File: src/rtl/interrupt_ctrl_pkg.sv
package interrupt_ctrl_pkg;
    localparam int NUM_IRQ = 8;
    localparam int NUM_PERIPH = 24;
    localparam int NUM_SRC = 32;
    localparam int NUM_PRIO_REGS = 8;
    // printed offsets are register indices; byte address is four times the index
    localparam logic [31:0] OFS_EXT_PRIO_0_3 = 32'hFFFF8348;
    localparam logic [31:0] OFS_EXT_PRIO_4_7 = 32'hFFFF834A;
    localparam logic [31:0] OFS_PERIPH_PRIO_1 = 32'hFFFF834C;
    localparam logic [31:0] OFS_PERIPH_PRIO_2 = 32'hFFFF834E;
    localparam logic [31:0] OFS_PERIPH_PRIO_3 = 32'hFFFF8350;
    localparam logic [31:0] OFS_PERIPH_PRIO_4 = 32'hFFFF8352;
    localparam logic [31:0] OFS_PERIPH_PRIO_5 = 32'hFFFF8354;
    localparam logic [31:0] OFS_PERIPH_PRIO_6 = 32'hFFFF8356;
    localparam logic [31:0] OFS_CONTROL = 32'hFFFF8358;
    localparam logic [31:0] OFS_FLAGS = 32'hFFFF835A;
    localparam logic [3:0] SEL_CONTROL = 4'h8;
    localparam logic [3:0] SEL_FLAGS = 4'h9;
    localparam logic [3:0] SEL_NONE = 4'hF;
    localparam logic [15:0] PRIO_RESET = 16'h0000;
    localparam logic [15:0] FLAGS_RESET = 16'h0000;
    localparam logic [15:0] CONTROL_RESET_NMI_LOW = 16'h0000;
    localparam logic [15:0] CONTROL_RESET_NMI_HIGH = 16'h8000;
    localparam int NMI_EDGE_BIT = 8;
    localparam int SENSE_LSB = 0;
    localparam logic [4:0] NMI_LEVEL = 5'h10;
    localparam logic [3:0] NMI_MASK = 4'hF;
    localparam logic [3:0] MASKED_LEVEL = 4'h0;
    localparam logic [5:0] NMI_SOURCE = 6'h20;
    localparam logic [31:0] STACK_STEP = 32'h00000004;

    typedef struct packed {
        logic [5:0] source;
        logic [4:0] level;
        logic [3:0] new_mask;
    } take_info_type;

    typedef enum logic [3:0] {
        ST_IDLE = 4'b0001,
        ST_PUSH_SR = 4'b0010,
        ST_PUSH_PC = 4'b0100,
        ST_END = 4'b1000
    } stack_state_type;
endpackage

File: src/rtl/interrupt_ctrl.sv
// Notes on behaviour
// forward only highest pending level to core
// sixteen levels per source, eight registers
// blocked interrupts and address errors stay latched
// delay slot decode blocks interrupts, address errors
// after register load/store, block interrupts only
// misaligned stacking raises address error afterwards
// no address errors during that error's stacking
// misaligned pushes still written, pointer minus four
// control bit mirrors live nonmaskable pin level
// notification pin signals pending interrupt
// external master may watch notify, return bus
// one nonmaskable plus eight external request inputs
// reset values; control top bit follows pin
// flag writes of one ignored, zero clears
// accept only above current mask level
// nonmaskable edge selectable, level 16, mask 15
// external pins low-level or falling-edge sensing
// priority zero means never forwarded
// notify low while eligible request pending
`timescale 1ns/1ps
`default_nettype none
module interrupt_ctrl
    import interrupt_ctrl_pkg::*;
(
    // clock and reset
    input wire logic clk,
    input wire logic rst,
    // wishbone slave
    input wire logic wb_cyc_i,
    input wire logic wb_stb_i,
    input wire logic wb_we_i,
    input wire logic [33:0] wb_adr_i,
    input wire logic [3:0] wb_sel_i,
    input wire logic [31:0] wb_dat_i,
    output logic [31:0] wb_dat_o,
    output logic wb_ack_o,
    // request pins
    input wire logic nmi_pin,
    input wire logic [NUM_IRQ-1:0] ext_request_pins_n,
    input wire logic [NUM_PERIPH-1:0] periph_req,
    output logic request_notify_out_n,
    // core decode side
    input wire logic [3:0] mask_level_field,
    input wire logic decode_valid,
    input wire logic decode_in_slot,
    input wire logic decode_after_ctrl_ldst,
    input wire logic addr_err_req,
    output logic take_valid,
    output take_info_type take_info,
    output logic ae_take,
    // exception stacking
    input wire logic [31:0] stack_pointer_in,
    input wire logic [31:0] status_reg_in,
    input wire logic [31:0] pc_in,
    input wire logic stack_ready,
    input wire logic vector_done,
    output logic stack_wr,
    output logic [31:0] stack_addr,
    output logic [31:0] stack_data,
    output logic [31:0] stack_pointer_out,
    output logic exc_busy
);
    logic [15:0] prio_reg [NUM_PRIO_REGS];
    logic [15:0] control_reg;
    logic [NUM_IRQ-1:0] edge_flag_reg;
    logic [NUM_IRQ-1:0] read_one_reg;
    logic [NUM_IRQ-1:0] pin_prev_reg;
    logic nmi_prev_reg;
    logic nmi_pending_reg;
    logic ae_pending_reg;
    logic ack_reg;
    logic [31:0] rdata_reg;
    logic notify_n_reg;
    stack_state_type state_reg;
    logic [31:0] sp_reg;
    logic stack_ae_req_reg;
    logic stack_ae_active_reg;
    logic take_valid_reg;
    take_info_type take_info_reg;
    logic ae_take_reg;

    logic [3:0] sel;
    logic wb_fire;
    logic wb_req;
    logic [15:0] control_read;
    logic [15:0] flags_read;
    logic [NUM_SRC-1:0] src_req;
    logic [3:0] best_level;
    logic [5:0] best_src;
    logic int_eligible;
    logic can_take_ae;
    logic can_take_int;
    logic nmi_edge;
    logic [NUM_IRQ-1:0] irq_fall;
    logic misaligned;

    function automatic logic [3:0] reg_select(input logic [33:0] adr);
        logic [31:0] idx;
        idx = adr[33:2];
        if (idx == OFS_EXT_PRIO_0_3) begin
            return 4'h0;
        end else if (idx == OFS_EXT_PRIO_4_7) begin
            return 4'h1;
        end else if (idx == OFS_PERIPH_PRIO_1) begin
            return 4'h2;
        end else if (idx == OFS_PERIPH_PRIO_2) begin
            return 4'h3;
        end else if (idx == OFS_PERIPH_PRIO_3) begin
            return 4'h4;
        end else if (idx == OFS_PERIPH_PRIO_4) begin
            return 4'h5;
        end else if (idx == OFS_PERIPH_PRIO_5) begin
            return 4'h6;
        end else if (idx == OFS_PERIPH_PRIO_6) begin
            return 4'h7;
        end else if (idx == OFS_CONTROL) begin
            return SEL_CONTROL;
        end else if (idx == OFS_FLAGS) begin
            return SEL_FLAGS;
        end else begin
            return SEL_NONE;
        end
    endfunction

    function automatic logic [15:0] lane_merge(input logic [15:0] old, input logic [31:0] d, input logic [3:0] be);
        logic [15:0] v;
        v = old;
        if (be[0]) begin
            v[7:0] = d[7:0];
        end
        if (be[1]) begin
            v[15:8] = d[15:8];
        end
        return v;
    endfunction

    assign sel = reg_select(wb_adr_i);
    assign wb_req = wb_cyc_i && wb_stb_i;
    // write commits at the edge where the master sees ack
    assign wb_fire = wb_req && ack_reg;
    // control top bit is the live pin, which also yields the reset value
    assign control_read = control_reg | (nmi_pin ? CONTROL_RESET_NMI_HIGH : CONTROL_RESET_NMI_LOW);

    // level-sensed pins show the pin, edge-sensed pins show the latch
    always_comb begin
        flags_read = FLAGS_RESET;
        for (int i = 0; i < NUM_IRQ; i++) begin
            flags_read[i] = control_reg[SENSE_LSB+i] ? edge_flag_reg[i] : ~ext_request_pins_n[i];
        end
    end

    // wishbone slave, one wait state, unmapped reads return zero
    always_ff @(posedge clk or posedge rst) begin
        if (rst) begin
            ack_reg <= 1'b0;
        end else begin
            ack_reg <= wb_req && !ack_reg;
        end
    end

    always_ff @(posedge clk or posedge rst) begin
        if (rst) begin
            rdata_reg <= 32'h00000000;
        end else if (wb_req && !ack_reg) begin
            if (sel < SEL_CONTROL) begin
                rdata_reg <= {16'h0000, prio_reg[sel[2:0]]};
            end else if (sel == SEL_CONTROL) begin
                rdata_reg <= {16'h0000, control_read};
            end else if (sel == SEL_FLAGS) begin
                rdata_reg <= {16'h0000, flags_read};
            end else begin
                rdata_reg <= 32'h00000000;
            end
        end
    end

    assign wb_ack_o = ack_reg;
    assign wb_dat_o = rdata_reg;

    generate
        for (genvar r = 0; r < NUM_PRIO_REGS; r++) begin : g_prio
            always_ff @(posedge clk or posedge rst) begin
                if (rst) begin
                    prio_reg[r] <= PRIO_RESET;
                end else if (wb_fire && wb_we_i && sel == 4'(r)) begin
                    prio_reg[r] <= lane_merge(prio_reg[r], wb_dat_i, wb_sel_i);
                end
            end
        end
    endgenerate

    always_ff @(posedge clk or posedge rst) begin
        if (rst) begin
            control_reg <= CONTROL_RESET_NMI_LOW;
        end else if (wb_fire && wb_we_i && sel == SEL_CONTROL) begin
            // top bit is read-only; it mirrors the pin
            control_reg <= lane_merge(control_reg, wb_dat_i, wb_sel_i) & ~CONTROL_RESET_NMI_HIGH;
        end
    end

    // pins are synchronous; previous samples give the edges
    always_ff @(posedge clk or posedge rst) begin
        if (rst) begin
            pin_prev_reg <= {NUM_IRQ{1'b1}};
            nmi_prev_reg <= 1'b0;
        end else begin
            pin_prev_reg <= ext_request_pins_n;
            nmi_prev_reg <= nmi_pin;
        end
    end

    assign irq_fall = pin_prev_reg & ~ext_request_pins_n;
    assign nmi_edge = control_reg[NMI_EDGE_BIT] ? (nmi_pin && !nmi_prev_reg) : (!nmi_pin && nmi_prev_reg);

    // software may withdraw a flag only by writing zero after reading one
    always_ff @(posedge clk or posedge rst) begin
        if (rst) begin
            read_one_reg <= {NUM_IRQ{1'b0}};
        end else if (wb_fire && sel == SEL_FLAGS) begin
            if (!wb_we_i) begin
                read_one_reg <= read_one_reg | (flags_read[NUM_IRQ-1:0] & edge_flag_reg);
            end else begin
                read_one_reg <= {NUM_IRQ{1'b0}};
            end
        end
    end

    generate
        for (genvar i = 0; i < NUM_IRQ; i++) begin : g_flag
            logic clr;
            assign clr = (wb_fire && wb_we_i && sel == SEL_FLAGS && wb_sel_i[0] && !wb_dat_i[i] && read_one_reg[i])
                || (take_valid_reg && take_info_reg.source == 6'(i));
            always_ff @(posedge clk or posedge rst) begin
                if (rst) begin
                    edge_flag_reg[i] <= 1'b0;
                end else if (control_reg[SENSE_LSB+i] && irq_fall[i]) begin
                    // new edge beats a simultaneous clear
                    edge_flag_reg[i] <= 1'b1;
                end else if (clr || !control_reg[SENSE_LSB+i]) begin
                    edge_flag_reg[i] <= 1'b0;
                end
            end
            assign src_req[i] = control_reg[SENSE_LSB+i] ? edge_flag_reg[i] : ~ext_request_pins_n[i];
        end
    endgenerate

    assign src_req[NUM_SRC-1:NUM_IRQ] = periph_req;

    // strict compare keeps the lowest index on equal levels
    always_comb begin
        logic [3:0] lvl;
        lvl = MASKED_LEVEL;
        best_level = MASKED_LEVEL;
        best_src = 6'h00;
        for (int s = 0; s < NUM_SRC; s++) begin
            lvl = prio_reg[s/4][(15-4*(s%4)) -: 4];
            if (src_req[s] && lvl != MASKED_LEVEL && lvl > best_level) begin
                best_level = lvl;
                best_src = 6'(s);
            end
        end
    end

    assign int_eligible = nmi_pending_reg || (best_level > mask_level_field);

    always_ff @(posedge clk or posedge rst) begin
        if (rst) begin
            nmi_pending_reg <= 1'b0;
        end else if (nmi_edge) begin
            nmi_pending_reg <= 1'b1;
        end else if (take_valid_reg && take_info_reg.source == NMI_SOURCE) begin
            nmi_pending_reg <= 1'b0;
        end
    end

    always_ff @(posedge clk or posedge rst) begin
        if (rst) begin
            notify_n_reg <= 1'b1;
        end else begin
            // released for a cycle after acceptance, gated by take_valid_reg
            notify_n_reg <= !(int_eligible && !take_valid_reg);
        end
    end

    assign request_notify_out_n = notify_n_reg;

    // acceptance gating at decode
    // a take in the cycle before stacking starts would be lost, so wait
    assign can_take_ae = state_reg == ST_IDLE && decode_valid && !decode_in_slot && ae_pending_reg
        && !take_valid_reg && !ae_take_reg;
    assign can_take_int = state_reg == ST_IDLE && decode_valid && !decode_in_slot && !decode_after_ctrl_ldst
        && !can_take_ae && int_eligible && !take_valid_reg && !ae_take_reg;

    always_ff @(posedge clk or posedge rst) begin
        if (rst) begin
            ae_pending_reg <= 1'b0;
        end else if (addr_err_req && !stack_ae_active_reg) begin
            ae_pending_reg <= 1'b1;
        end else if (can_take_ae) begin
            ae_pending_reg <= 1'b0;
        end
    end

    always_ff @(posedge clk or posedge rst) begin
        if (rst) begin
            take_valid_reg <= 1'b0;
            take_info_reg <= '0;
            ae_take_reg <= 1'b0;
        end else begin
            take_valid_reg <= can_take_int;
            ae_take_reg <= can_take_ae;
            if (can_take_int) begin
                if (nmi_pending_reg) begin
                    take_info_reg <= '{source: NMI_SOURCE, level: NMI_LEVEL, new_mask: NMI_MASK};
                end else begin
                    take_info_reg <= '{source: best_src, level: {1'b0, best_level}, new_mask: best_level};
                end
            end
        end
    end

    assign take_valid = take_valid_reg;
    assign take_info = take_info_reg;
    assign ae_take = ae_take_reg;

    // stacking engine: status then pc, each four below the last
    assign misaligned = sp_reg[1:0] != 2'b00;

    always_ff @(posedge clk or posedge rst) begin
        if (rst) begin
            state_reg <= ST_IDLE;
            sp_reg <= 32'h00000000;
            stack_ae_req_reg <= 1'b0;
            stack_ae_active_reg <= 1'b0;
        end else begin
            case (state_reg)
                ST_IDLE: begin
                    if (take_valid_reg || ae_take_reg) begin
                        state_reg <= ST_PUSH_SR;
                        sp_reg <= stack_pointer_in;
                    end
                end
                ST_PUSH_SR, ST_PUSH_PC: begin
                    if (stack_ready) begin
                        // write is issued even when misaligned
                        sp_reg <= sp_reg - STACK_STEP;
                        state_reg <= (state_reg == ST_PUSH_SR) ? ST_PUSH_PC : ST_END;
                        if (misaligned && !stack_ae_active_reg) begin
                            stack_ae_req_reg <= 1'b1;
                        end
                    end
                end
                ST_END: begin
                    if (vector_done) begin
                        if (stack_ae_req_reg) begin
                            // nested error stacking ignores further misalignment
                            stack_ae_req_reg <= 1'b0;
                            stack_ae_active_reg <= 1'b1;
                            state_reg <= ST_PUSH_SR;
                        end else begin
                            stack_ae_active_reg <= 1'b0;
                            state_reg <= ST_IDLE;
                        end
                    end
                end
                default: begin
                    state_reg <= ST_IDLE;
                end
            endcase
        end
    end

    assign stack_wr = state_reg == ST_PUSH_SR || state_reg == ST_PUSH_PC;
    assign stack_addr = sp_reg - STACK_STEP;
    // data is undefined on a misaligned push; zero is driven
    assign stack_data = misaligned ? 32'h00000000 : (state_reg == ST_PUSH_SR ? status_reg_in : pc_in);
    assign stack_pointer_out = sp_reg;
    assign exc_busy = state_reg != ST_IDLE;
endmodule
`default_nettype wire

File: config.mk
export PLATFORM = sky130hd
export DESIGN_NAME = interrupt_ctrl
export DESIGN_NICKNAME = d
export VERILOG_FILES = /design/src/rtl/interrupt_ctrl_pkg.sv /design/src/rtl/interrupt_ctrl.sv
export SDC_FILE = /design/constraint.sdc
export NUM_CORES = 1
export LEC_CHECK = 0
export BUFFER_PORTS_ARGS = -buffer_cell sky130_fd_sc_hd__buf_4
export CORE_ASPECT_RATIO = 0.75
export CORE_UTILIZATION = 50
export DETAILED_ROUTE_END_ITERATION = 8
export PLACE_DENSITY = 0.75
export SLEW_MARGIN = 20
export SYNTH_ARGS = -nofsm -noshare
export SYNTH_HDL_FRONTEND = slang
export SYNTH_SLANG_ARGS = --single-unit
File: constraint.sdc
create_clock -name clk -period 72 [get_ports clk]
set_input_delay 21.6 -clock clk [delete_from_list [all_inputs] [get_ports clk]]
set_output_delay 21.6 -clock clk [all_outputs]
set_load 0.05 [all_outputs]
Word level (Yosys, flattened, before mapping)
Index checks and enable logic that the tools add are counted.
{"block": "totals", "ff_bits": 259, "wordCells": 499}
{"block": "classes", "add_sub_neg": 1, "magnitude_cmp": 35, "eq_ne": 36, "n_mux": 127, "bitwise_logic": 14, "n_reduce_logical": 243}
{"cell": "equality test 32 bit, second input constant", "count": 10}
{"cell": "2-to-1 mux 6 bit", "count": 30}
{"cell": "2-to-1 mux 4 bit", "count": 44}
{"cell": "greater-than comparator 4 bit", "count": 32}
{"cell": "logical AND 1 bit", "count": 128}
{"cell": "2-to-1 mux 32 bit", "count": 4}
{"cell": "nonzero test 4 bit", "count": 32}
{"cell": "2-to-1 mux 16 bit", "count": 5}
{"cell": "case mux 32 bit (2 select lines)", "count": 1}
{"cell": "binary-select mux 16 bit (select 3 bit)", "count": 1}
{"cell": "AND reduction 2 bit", "count": 19}
{"cell": "2-to-1 mux 1 bit", "count": 34}
{"cell": "subtractor 32 x 3 -> 32 bit, second input constant", "count": 1}
{"cell": "logical NOT 1 bit", "count": 26}
{"cell": "nonzero test 2 bit", "count": 13}
{"cell": "equality test 6 x 3 -> 1 bit, second input constant", "count": 4}
{"cell": "equality test 4 x 3 -> 1 bit, second input constant", "count": 5}
{"cell": "logical OR 1 bit", "count": 19}
{"cell": "AND 8 bit", "count": 2}
{"cell": "2-to-1 mux 8 bit", "count": 2}
{"cell": "bitwise OR 15 x 16 -> 16 bit", "count": 1}
{"cell": "2-to-1 mux 15 bit", "count": 1}
{"cell": "equality test 4 x 2 -> 1 bit, second input constant", "count": 3}
{"cell": "equality test 4 bit, second input constant", "count": 3}
{"cell": "23 further kinds", "count": 36}

Longest topological paths before layout
Gate-level depths: netlist of the first run.
{"block": "depth", "depth_word": 103, "ltp_mapped": 293, "ltp_nobuf": 288}

Worst setup path before layout of the first run
Ideal clock, no wire load.
{"block": "synth_timing", "path_type": "input to register", "start": "in ext_request_pins_n[0]", "end": "reg take_info_reg, in the netlist take_info[13]", "setup_ns": 0.078, "arrival_ns": 71.867, "required_time_ns": 71.922, "path_slack_ns": 0.055, "cell_stages": 263, "n_path_buf": 6, "path_cell_list": "nand2b_1 -> and2_1 -> nand2_1 -> ha_1 -> nor2b_1 -> o211ai_1 -> a211oi_2 -> o21ai_0 -> inv_1 -> ha_1 -> and2_1 -> mux2i_1 -> mux2i_1 -> a31o_1 -> nor2_1 -> mux2i_1 -> ha_1 -> and3_1 -> [... 227 more ...] -> o21a_1 -> o21a_1 -> o2111ai_1 -> nand2_1 -> mux2_2 -> and2_1 -> ha_1 -> nor2b_1 -> o21ai_0 -> nand2b_1 -> a21oi_1 -> a41oi_1 -> nor2_1 -> or4_1 -> clkbuf_1 -> nor2_1 -> a21oi_1 -> a21oi_1"}
{"block": "synth_via", "elab_chain_len": 103}
{"element": "from (decl)", "line": "interrupt_ctrl.sv:40", "source": "input wire logic [NUM_IRQ-1:0] ext_request_pins_n,"}
{"element": "inverter 1 bit (*)", "line": "interrupt_ctrl.sv:244", "source": "assign src_req[i] = control_reg[SENSE_LSB+i] ? edge_flag_reg[i] : ~ext_request_pins_n[i];"}
{"element": "2-to-1 mux 1 bit (*)", "line": "interrupt_ctrl.sv:244"}
{"element": "logical AND 1 bit (*) (2 in series)", "line": "interrupt_ctrl.sv:258", "source": "if (src_req[s] && lvl != MASKED_LEVEL && lvl > best_level) begin"}
{"element": "2-to-1 mux 4 bit (*)", "line": "interrupt_ctrl.sv:258"}
{"element": "greater-than comparator 4 bit", "line": "interrupt_ctrl.sv:258"}
{"element": "logical AND 1 bit", "line": "interrupt_ctrl.sv:258"}
{"element": "2-to-1 mux 4 bit (*)", "line": "interrupt_ctrl.sv:258"}
{"element": "greater-than comparator 4 bit", "line": "interrupt_ctrl.sv:258"}
{"element": "[... 84 more ...]"}
{"element": "logical AND 1 bit", "line": "interrupt_ctrl.sv:258"}
{"element": "2-to-1 mux 4 bit", "line": "interrupt_ctrl.sv:258"}
{"element": "greater-than comparator 4 bit", "line": "interrupt_ctrl.sv:258"}
{"element": "logical AND 1 bit", "line": "interrupt_ctrl.sv:258"}
{"element": "2-to-1 mux 4 bit", "line": "interrupt_ctrl.sv:258"}
{"element": "greater-than comparator 4 bit", "line": "interrupt_ctrl.sv:265", "source": "assign int_eligible = nmi_pending_reg || (best_level > mask_level_field);"}
{"element": "logical OR 1 bit", "line": "interrupt_ctrl.sv:265"}
{"element": "logical AND 1 bit (3 in series)", "line": "interrupt_ctrl.sv:293", "source": "&& !can_take_ae && int_eligible && !take_valid_reg && !ae_take_reg;"}
{"element": "to (signal assigned)", "line": "interrupt_ctrl.sv:315", "source": "take_info_reg <= '{source: NMI_SOURCE, level: NMI_LEVEL, new_mask: NMI_MASK};"}
{"element": "to (signal assigned)", "line": "interrupt_ctrl.sv:317", "source": "take_info_reg <= '{source: best_src, level: {1'b0, best_level}, new_mask: best_level};"}
{"element": "to (decl)", "line": "interrupt_ctrl.sv:80", "source": "take_info_type take_info_reg;"}
Mark *: on every way between the ends. The rest lies on a longest branch, timed or not.
A chain may end at the register's enable or synchronous reset.

Worst setup path after layout of the first run
{"block": "layout_timing", "start": "in ext_request_pins_n[0]", "end": "reg take_info_reg, in the netlist take_info[1]"}
{"block": "layout_via", "elab_chain_len": 103}
{"element": "inverter 1 bit (*)", "line": "interrupt_ctrl.sv:244"}
{"element": "2-to-1 mux 1 bit (*)", "line": "interrupt_ctrl.sv:244"}
{"element": "logical AND 1 bit (*) (2 in series)", "line": "interrupt_ctrl.sv:258"}
{"element": "2-to-1 mux 4 bit (*)", "line": "interrupt_ctrl.sv:258"}
{"element": "greater-than comparator 4 bit", "line": "interrupt_ctrl.sv:258"}
{"element": "logical AND 1 bit", "line": "interrupt_ctrl.sv:258"}
{"element": "2-to-1 mux 4 bit (*)", "line": "interrupt_ctrl.sv:258"}
{"element": "greater-than comparator 4 bit", "line": "interrupt_ctrl.sv:258"}
{"element": "[... 84 more ...]"}
{"element": "logical AND 1 bit", "line": "interrupt_ctrl.sv:258"}
{"element": "2-to-1 mux 4 bit (*)", "line": "interrupt_ctrl.sv:258"}
{"element": "greater-than comparator 4 bit", "line": "interrupt_ctrl.sv:258"}
{"element": "logical AND 1 bit", "line": "interrupt_ctrl.sv:258"}
{"element": "2-to-1 mux 4 bit (*)", "line": "interrupt_ctrl.sv:258"}
{"element": "greater-than comparator 4 bit", "line": "interrupt_ctrl.sv:265"}
{"element": "logical OR 1 bit", "line": "interrupt_ctrl.sv:265"}
{"element": "logical AND 1 bit (3 in series)", "line": "interrupt_ctrl.sv:293"}
Marks and branches as above.

==> impl_metrics.py, run 1 <==
metrics = {
    "global_routing": {
        "grt_use_met1": 0.480,
        "grt_pass1_wl_um": 109000,
        "use_met2": 0.537,
        "overflow": 0,
        "grt_max_degree": 121,
        "grt_pass1_vias": 19700,
        "top_usage_layer": "met2",
        "grt_antenna_before_repair": 5,
        "grt.total_usage": 0.344,
        "grtUsageMet3": 0.0518,
    },
    "logic_synthesis": {
        "synth_ff_type": "dfrtp_1",
        "postSynthCellCount": 2396,
        "ys_types": 108,
        "yosys_warnings": 0,
        "synthArstFlopShare": 1.00,
        "ys_seq_elements": 242,
        "syn_area_sq_mm": 0.0197,
        "synth_top_area_share": 0.295,
        "synth_top_area_cell": "dfrtp_1",
        "avgSynthCellArea_sq_um": 8.21,
        "synth_edf_count": 0,
        "synthTopCellsByArea": "dfrtp_1 29%, mux2_2 8.0%, ha_1 6.2%, nand2_1 6.0%, o21ai_0 4.9%",
        "synth_seq_area_share": 0.308,
    },
    "clock_tree": {
        "clk-insertion-delay-late_ns": 0.54,
        "cts_buffers": 26,
        "clkSlewWorstSetupHoldPaths_ns": 0.06,
        "clock-root-buffer": "clkbuf_16",
        "htreeDepth": 1,
        "tritoncts": "done",
        "cts.sinks": 242,
        "cts_buffer_depth": 3,
    },
    "final_layout": {
        "fin_nets": 3226,
        "fin_area_sq_mm": 0.0266,
        "multiInputGateArea_sq_mm": 0.0138,
        "fillCellCount": 3003,
        "register_area_sq_mm": 0.00607,
        "final_layout_size_suffix_gt1_frac": 0.354,
        "fin_cells": 3451,
        "largest_register_ffs": 128,
        "area_growth_pct": 35.4,
    },
    "timing": {
        "final-hold-violation-count": 0,
        "finalCritPeriodShare": 0.983,
        "max_slew.worst_pin.slew_ns": 1.09,
        "setup_viol": 0,
        "finalCriticalPeriod_ns": 70.81,
        "slew_headroom": 0.268,
        "drv_slew": 0,
        "fmax_ghz": 0.0141,
        "whs_ns": 0.502,
        "clock_skew_ns": 0.0156,
    },
    "placed_design": {
        "io_buffers": 326,
        "dp_hpwl_um": 54600,
        "place_congestion": 0.984,
        "placed_area_sq_mm": 0.0238,
        "dp_cells": 3327,
    },
    "drt": {
        "drt_iter0_drc": 2218,
        "detail-route-antenna-nets": 0,
        "vias_per_cell": 6.16,
        "routed_wl_um": 74800,
        "drt_pass1_iterations": 6,
        "vias": 21300,
        "drc": 0,
        "wl_per_cell_um": 21.7,
    },
    "floorplan": {
        "io_pins": 363,
        "core_area_sq_mm": 0.0386,
        "fp.dieW_um": 231,
        "rows": 62,
        "die_height_um": 174,
        "start_util": 0.510,
        "die_area_sq_mm": 0.0402,
    },
    "power_and_ir_drop": {
        "power-per-cell-area_mw_per_mm2": 44.0,
        "p_leak_nw": 12.3,
        "ir_drop_mv": 0.0405,
    },
    "worst_setup_path": {
        "path_buf_inv": 36,
        "endpoint_kind": "register",
        "cpMaxStageDelayCell": "or4_4",
        "cp-endpoint": "take_info[1]$_DFFE_PP0P_",
        "r2r_cells": 270,
        "max_stage_delay_ns": 0.58,
        "cp_common_cell": "ha_1",
        "r2r_start": "control_reg[0]$_DFFE_PP0P_",
        "critPathLaunchType": "input port",
        "crit_arrival_ns": 71.23,
        "cp_max_fo": 10,
        "r2r-end": "take_info[1]$_DFFE_PP0P_",
        "worst-endpoint-required_ns": 72.42,
        "cp_top_family": "compound AO/OA/AOI/OAI gates",
        "path_class": "input port to register",
        "crit_start": "ext_request_pins_n[0]",
        "ff2ff_setup_slack_ns": 21.90,
        "crit_cells": 271,
    },
    "worst_hold_path": {
        "hold_path_class": "register to register",
    },
    "run": {
        "cap_violations": 0,
    },
    "status": {
        "status": "finished clean",
    },
}
-- worst min path at each step --
| stage | from | endpoint | slack (ns) | depth (start not counted) |
|---|---|---|---|---|
| after floorplan | read_one_reg[7]$_DFFE_PP0P_ | read_one_reg[7]$_DFFE_PP0P_ | 0.46 | 2 |
| after global placement | read_one_reg[5]$_DFFE_PP0P_ | read_one_reg[5]$_DFFE_PP0P_ | 0.48 | 2 |
| after detailed placement | read_one_reg[6]$_DFFE_PP0P_ | read_one_reg[6]$_DFFE_PP0P_ | 0.49 | 2 |
| after CTS | read_one_reg[6]$_DFFE_PP0P_ | read_one_reg[6]$_DFFE_PP0P_ | 0.50 | 2 |
| after global routing | control_reg[10]$_DFFE_PP0P_ | control_reg[10]$_DFFE_PP0P_ | 0.52 | 1 |
| final | read_one_reg[6]$_DFFE_PP0P_ | read_one_reg[6]$_DFFE_PP0P_ | 0.50 | 2 |
-- synth_stat cells (28+ instances only) --
| cell | number |
|---|---|
| a21oi_1 | 159 |
| nor2b_1 | 34 |
| inv_1 | 161 |
| dfrtp_1 | 232 |
| nor3_1 | 41 |
| mux2i_1 | 72 |
| a211oi_1 | 32 |
| nand2_1 | 317 |
| mux2_2 | 139 |
| clkbuf_1 | 90 |
| ha_1 | 98 |
| nand3_1 | 45 |
| a31oi_1 | 36 |
| o21ai_0 | 193 |
| nor2_1 | 167 |
| nand2b_1 | 28 |
| o21a_1 | 30 |
-- kinds of logic (layout without fill, tap and decap cells) --
kind of cell	after synthesis	count (layout)	synth area share
and+or+nand+nor	800	800	0.193
xor gates and xnor gates	49	49	0.0218
DFF	242	242	0.308
AOI/OAI and AO/OA	706	706	0.236
other	1	21	0.000191
buffers and inverters	285	808	0.0596
adders and majority gates	101	101	0.0639
muxes	212	212	0.117
-- metal layers --
metal	vias to the layer above	wire length, um
met3	180	6940
met5	-	0
met2	1117	34000
met1	10300	30700
li1	9688	-
met4	0	3110
-- worst min-delay path, stage by stage (launching register included) --
cell and delay, ns:
dfrtp_1 0.34, a21oi_1 0.05, nor2_1 0.07
-- layout make-up --
class                      count  share of cell area
timing repair buffer         599               0.170
inverter                     161              0.0231
tap                          512              0.0240
sequential                   242               0.228
multi-input combinational   1884               0.519
clock buffer                  37              0.0290
antenna                        5            0.000470
clock inverter                11             0.00611
-- report_power, final --
part / switching, mW / total (mW) / leakage (nW) / internal (mW)
logic: 0.471 / 0.851 / 8.86 / 0.380
registers: 0.0221 / 0.174 / 2.92 / 0.152
clock network: 0.0586 / 0.148 / 0.465 / 0.0891
-- cells in the final DEF, fill, tap and decap left out, drive strengths merged, types with 11 or more instances in the layout --
master  instances
or3            22
nor2b          34
o21a           30
o22ai          27
o21ai         208
a21oi         161
nand4          16
buf           599
xnor2          27
nor4           12
and2           29
dfrtp         232
nor3b          11
mux2i          72
or2            16
xor2           22
o211ai         17
ha             98
nand3          46
a21o           21
inv           160
nor3           44
a221oi         15
o31ai          11
and3           19
a211oi         36
a31oi          38
conb           16
nand2b         28
nor2          168
o21bai         14
clkbuf         37
nand2         318
mux2          140
o41ai          20
-- metrics by stage --
| stage | power, mW | util | setup WS, ns | setup TNS, ns |
|---|---|---|---|---|
| final | 1.17 | 0.691 | 1.19 | 0 |
| after global routing | 1.23 | 0.691 | -0.940 | -13.31 |
| after CTS | 1.04 | 0.648 | 0.0112 | 0 |
| after detailed placement | 0.881 | 0.618 | -2.26 | -33.45 |
| after global placement | 0.863 | 0.618 | -0.984 | -13.40 |
| after floorplan | 0.615 | - | 0.0555 | 0 |
-- timing repair --
action	CTS	global route
hold buffers	0	0
gates resized for setup	34	266
setup endpoints to repair	16	16
hold endpoints to repair	0	0
pin swaps	11	125
buffers inserted	14	58
(Power assumes the default switching activity.)
==> run 2, diff against run 1 <==
--- a/config.mk
+++ b/config.mk
@@ -6,7 +6,7 @@
 export NUM_CORES = 1
 export LEC_CHECK = 0
 export BUFFER_PORTS_ARGS = -buffer_cell sky130_fd_sc_hd__buf_4
-export CORE_ASPECT_RATIO = 0.75
+export CORE_MARGIN = 8
 export CORE_UTILIZATION = 50
 export DETAILED_ROUTE_END_ITERATION = 8
 export PLACE_DENSITY = 0.75
==> run 2 against run 1 <==
Net effect: first-iteration DRC count shrank 3.3%; wire length up 2.7%; sequential power about the same; via count increased by 0.38%; worst hold slack gained 0.0074 ns; register-to-register slack lost 0.25 ns.
==> impl_metrics.py, run 2 (synthesized netlist as in run 1, its figures left out) <==
metrics = {
    "worst_setup_path": {
        "cpMaxStageDelayCell": "or4_4",
        "worst-endpoint-required_ns": 72.42,
        "r2r_start": "control_reg[0]$_DFFE_PP0P_",
        "crit_start": "ext_request_pins_n[0]",
        "crit_arrival_ns": 71.38,
        "max_stage_delay_ns": 0.57,
        "path_class": "input port to register",
        "cp_common_cell": "ha_1",
        "cp_max_fo": 6,
        "endpoint_kind": "register",
        "critPathLaunchType": "input port",
    },
    "final_layout": {
        "antenna_cells": 0,
        "final_common_cell": "buf_4",
        "multiInputGateArea_sq_mm": 0.0139,
        "largest_register_ffs": 128,
        "fin_cells": 3470,
        "fillCellCount": 2987,
        "final_layout_size_suffix_gt1_frac": 0.363,
        "area_growth_pct": 36.4,
        "fin_nets": 3246,
        "layout_common_cells": "609 x buf_4, 310 x nand2_1, 232 x dfrtp_1",
        "register_area_sq_mm": 0.00607,
    },
    "placed_design": {
        "place_congestion": 0.961,
        "dp_hpwl_um": 56600,
        "pre_cts_slack_ns": -1.91,
        "io_buffers": 326,
        "dp_cells": 3355,
    },
    "drt": {
        "drt_pass1_iterations": 6,
        "routed_wl_um": 76900,
        "vias": 21400,
        "vias_per_cell": 6.15,
        "detail-route-antenna-nets": 0,
        "drt_iter0_drc": 2145,
        "drc": 0,
        "wl_per_cell_um": 22.2,
    },
    "clock_tree": {
        "htreeDepth": 1,
        "clock-root-buffer": "clkbuf_16",
        "clk-insertion-delay-late_ns": 0.55,
        "cts_buffers": 25,
        "cts_buffer_depth": 3,
        "tritoncts": "done",
        "cts.sinks": 242,
        "clkSlewWorstSetupHoldPaths_ns": 0.07,
    },
    "timing": {
        "clock_skew_ns": 0.0118,
        "worst_slack_ns": 1.04,
        "fmax_ghz": 0.0141,
        "tns_ns": 0,
        "max_slew.worst_pin.slew_ns": 1.04,
        "final-hold-violation-count": 0,
        "slew_headroom": 0.308,
        "finalCritPeriodShare": 0.986,
        "finalCriticalPeriod_ns": 70.96,
        "setup_viol": 0,
        "drv_slew": 0,
    },
    "global_routing": {
        "grt_pass1_wl_um": 113000,
        "overflow": 0,
        "use_met2": 0.520,
        "grt.total_usage": 0.301,
        "top_usage_layer": "met2",
        "grt_max_degree": 94,
        "grt_use_met1": 0.375,
        "grt_antenna_before_repair": 0,
        "grt_pass1_vias": 20500,
        "grtUsageMet3": 0.0468,
    },
    "power_and_ir_drop": {
        "ir_drop_mv": 0.0344,
        "power-per-cell-area_mw_per_mm2": 43.7,
        "p_leak_nw": 12.4,
    },
    "status": {
        "status": "finished clean",
    },
    "floorplan": {
        "die_area_sq_mm": 0.0460,
        "rows": 72,
        "start_util": 0.508,
        "io_pins": 363,
        "core_area_sq_mm": 0.0387,
        "fp.dieW_um": 214,
        "die_height_um": 214,
    },
    "worst_hold_path": {
        "hold_path_class": "register to register",
        "hold_start": "read_one_reg[5]$_DFFE_PP0P_",
    },
    "run": {
        "cap_violations": 0,
    },
}
run 2: changes by cell type in the layout (fill, tap and decap cells not counted), sizes merged:
cell	change
buf	+21
clkbuf	-7
diode	-5
bufinv	+3
clkinv	-2
inv	+2
clkinvlp	+1
run 2: per-layer routing:
metal	up-vias	part of all wire
met4	0	0.044
met5	-	0
met3	214	0.080
li1	9718	-
met2	1072	0.49
met1	10300	0.38
run 2: path summary, 6_finish.rpt:
kind	to	slack [ns]	cells after the start
worst max-delay path	take_info[1]$_DFFE_PP0P_	1.04	272
max in group asynchronous	stack_pointer_out[27]$_DFFE_PP0P_	48.73	4
worst min register to register	read_one_reg[5]$_DFFE_PP0P_	0.51	2
worst max register to register	take_info[1]$_DFFE_PP0P_	21.65	271
min in group asynchronous	take_info[0]$_DFFE_PP0P_	21.14	2
worst min-delay path	read_one_reg[5]$_DFFE_PP0P_	0.51	2
run 2: timing repair:
| action | 4_1_cts | 5_1_grt |
|---|---|---|
| gates cloned | 0 | 0 |
| buffers inserted | 5 | 65 |
| hold endpoints to repair | 0 | 0 |
| hold buffers | 0 | 0 |
| pin swaps | 12 | 128 |
| resized for setup | 28 | 293 |
| endpoints found under the setup margin | 16 | 16 |
run 2: through the flow:
step	utilization	power [mW]	instance area [sq um]	hold slack [ns]
final	0.693	1.17	26800	0.509
after global routing	0.693	1.24	26800	0.528
after CTS	0.647	1.05	25100	0.504
after detailed placement	0.619	0.887	24000	0.490
after global placement	0.619	0.866	24000	0.477
after floorplan	-	0.615	19700	0.462
run 2: area by class of cell:
| type | instances | share of cell area |
|---|---|---|
| inverter | 161 | 0.0229 |
| clock buffer | 30 | 0.0247 |
| multi-input combinational | 1884 | 0.517 |
| timing repair buffer | 620 | 0.175 |
| clock inverter | 15 | 0.0101 |
| sequential | 242 | 0.226 |
| tap | 518 | 0.0241 |
run 2: critical path: cells and delay by family:
kind            cells  cell delay (ns)
fa+ha+maj          34             8.16
compound gates    110            19.87
mux                27             7.41
simple gates       67            10.46
buf+inv            34             3.88
run 2: report_power, final:
part / total, mW / internal, mW / switching, mW
Combinational: 0.848 / 0.387 / 0.461
Sequential: 0.175 / 0.152 / 0.0227
Clock: 0.151 / 0.0914 / 0.0591
==> run 3, diff against run 2 <==
--- a/config.mk
+++ b/config.mk
@@ -7,10 +7,10 @@
 export LEC_CHECK = 0
 export BUFFER_PORTS_ARGS = -buffer_cell sky130_fd_sc_hd__buf_4
 export CORE_MARGIN = 8
-export CORE_UTILIZATION = 50
+export CORE_UTILIZATION = 55
+export CTS_CLUSTER_SIZE = 10
 export DETAILED_ROUTE_END_ITERATION = 8
-export PLACE_DENSITY = 0.75
-export SLEW_MARGIN = 20
+export PLACE_DENSITY = 0.81
 export SYNTH_ARGS = -nofsm -noshare
 export SYNTH_HDL_FRONTEND = slang
 export SYNTH_SLANG_ARGS = --single-unit
==> run 3 against run 2 <==
Net effect: clock power down 12%; core utilization up 5.5 points; power down 3.6%; clock-buffer cell count up 22; cell area down 1.4%; worst hold slack worse by 0.0083 ns; highest routed layer is now met5; register-to-register slack worse by 0.20 ns; critical path type unchanged; sequential power about the same.
==> impl_metrics.py, run 3 (synthesized netlist as in run 1, its figures left out) <==
metrics = {
    "power_and_ir_drop": {
        "p_leak_nw": 12.2,
        "ir_drop_mv": 0.0425,
        "power-per-cell-area_mw_per_mm2": 42.7,
    },
    "placed_design": {
        "io_buffers": 326,
        "dp_cells": 3275,
        "dp_hpwl_um": 55700,
        "pre_cts_slack_ns": -2.05,
        "place_congestion": 0.989,
    },
    "timing": {
        "tns_ns": 0,
        "fmax_ghz": 0.0140,
        "drv_slew": 0,
        "max_slew.worst_pin.slew_ns": 1.09,
        "finalCriticalPeriod_ns": 71.21,
        "setup_viol": 0,
        "slew_headroom": 0.273,
        "finalCritPeriodShare": 0.989,
        "clock_skew_ns": 0.00862,
        "worst_slack_ns": 0.792,
        "final-hold-violation-count": 0,
    },
    "floorplan": {
        "start_util": 0.556,
        "die_height_um": 205,
        "core_area_sq_mm": 0.0354,
        "fp.dieW_um": 205,
        "io_pins": 363,
        "die_area_sq_mm": 0.0421,
        "rows": 69,
    },
    "global_routing": {
        "grt_pass1_wl_um": 112000,
        "overflow": 0,
        "grt.total_usage": 0.331,
        "grt_pass1_vias": 20700,
        "grt_max_degree": 87,
        "grt_antenna_before_repair": 3,
    },
    "drt": {
        "vias": 21800,
        "drc": 0,
        "vias_per_cell": 6.40,
        "drt_pass1_iterations": 6,
        "detail-route-antenna-nets": 0,
        "routed_wl_um": 78500,
        "wl_per_cell_um": 23.1,
        "drt_iter0_drc": 2400,
    },
    "worst_setup_path": {
        "r2r-end": "take_info[5]$_DFFE_PP0P_",
        "ff2ff_setup_slack_ns": 21.45,
        "r2r_cells": 264,
        "worst-endpoint-required_ns": 72.42,
        "critPathLaunchType": "input port",
        "crit_arrival_ns": 71.62,
        "max_stage_delay_ns": 0.58,
        "cpMaxStageDelayCell": "or4_4",
        "cp_max_fo": 5,
        "r2r_start": "control_reg[0]$_DFFE_PP0P_",
        "path_class": "input port to register",
        "endpoint_kind": "register",
    },
    "clock_tree": {
        "clk-insertion-delay-late_ns": 0.54,
        "hold_buffers": 0,
        "tritoncts": "done",
        "htreeDepth": 1,
        "clock-root-buffer": "clkbuf_16",
        "clkSlewWorstSetupHoldPaths_ns": 0.06,
        "cts_buffers": 28,
        "cts.sinks": 242,
        "cts_buffer_depth": 3,
    },
    "final_layout": {
        "layout_common_cells": "587 x buf_4, 307 x nand2_1, 232 x dfrtp_1",
        "final_layout_size_suffix_gt1_frac": 0.355,
        "fillCellCount": 2450,
        "final_common_cell": "buf_4",
        "fin_cells": 3400,
        "fin_nets": 3226,
        "largest_register_ffs": 128,
        "area_growth_pct": 34.6,
    },
    "run": {
        "cap_violations": 0,
    },
    "status": {
        "status": "finished clean",
    },
    "worst_hold_path": {
        "hold_start": "read_one_reg[6]$_DFFE_PP0P_",
        "min_to": "read_one_reg[6]$_DFFE_PP0P_",
        "hold_path_class": "register to register",
        "worstHoldPathCells": 2,
    },
}
[run 3: cell count changes in the layout (fill, tap and decap cells not counted), sizes merged]
cell	previous run	this run
buf	620	596
clkinv	6	1
inv	162	160
clkbuf	30	53
bufinv	7	0
clkinvlp	1	0
diode	0	3
[run 3: per-stage QoR]
step	hold WS, ns	util	area [sq um]	power [mW]
detailed placement	0.486	0.671	23700	0.873
finish	0.501	0.748	26500	1.13
global placement	0.477	0.671	23700	0.854
CTS	0.499	0.700	24800	1.01
global route	0.517	0.748	26500	1.19
floorplan	0.462	-	19700	0.615
[run 3: critical path, delay by kind of cell]
family	cells	cell delay, ns
AOI/OAI and AO/OA	115	21.34
adders and majority gates	34	8.46
buffers and inverters	31	3.57
muxes	25	7.08
and+or+nand+nor	60	9.50
[run 3: report_power, final]
| group | total (mW) | internal, mW | switching (mW) |
|---|---|---|---|
| clock network | 0.133 | 0.0767 | 0.0560 |
| registers | 0.174 | 0.152 | 0.0224 |
| logic | 0.823 | 0.361 | 0.462 |
[run 3: repair_timing]
action | in CTS | in global routing
gates cloned | 0 | 1
setup endpoints to repair | 16 | 16
resized for setup | 33 | 283
buffers inserted | 11 | 59
pin swaps | 11 | 128
[run 3: cell type report]
cell class	count	area, sq um	area share
clock buffers	52	832	0.0314
inverters	161	617	0.0233
repair buffers	597	4540	0.171
flip-flops and latches	242	6070	0.229
well taps	461	577	0.0218
diodes	3	7.51	0.000283
multi-input cells	1884	13800	0.523
[run 3: per-layer routing]
layer,wire length (um),track usage,vias up
li1,-,-,9669
met1,28400,0.402,10300
met4,5210,0.175,4
met5,26,0,-
met2,36900,0.557,1412
met3,8010,0.0566,357
[run 3: worst max-delay path by stage]
stage                                      from                   endpoint
final                     ext_request_pins_n[0]   take_info[5]$_DFFE_PP0P_
after floorplan           ext_request_pins_n[0]  take_info[13]$_DFFE_PP0P_
after global routing      ext_request_pins_n[0]  take_info[12]$_DFFE_PP0P_
after detailed placement  ext_request_pins_n[0]  take_info[13]$_DFFE_PP0P_
after global placement    ext_request_pins_n[0]  take_info[12]$_DFFE_PP0P_
after CTS                 ext_request_pins_n[0]  take_info[13]$_DFFE_PP0P_
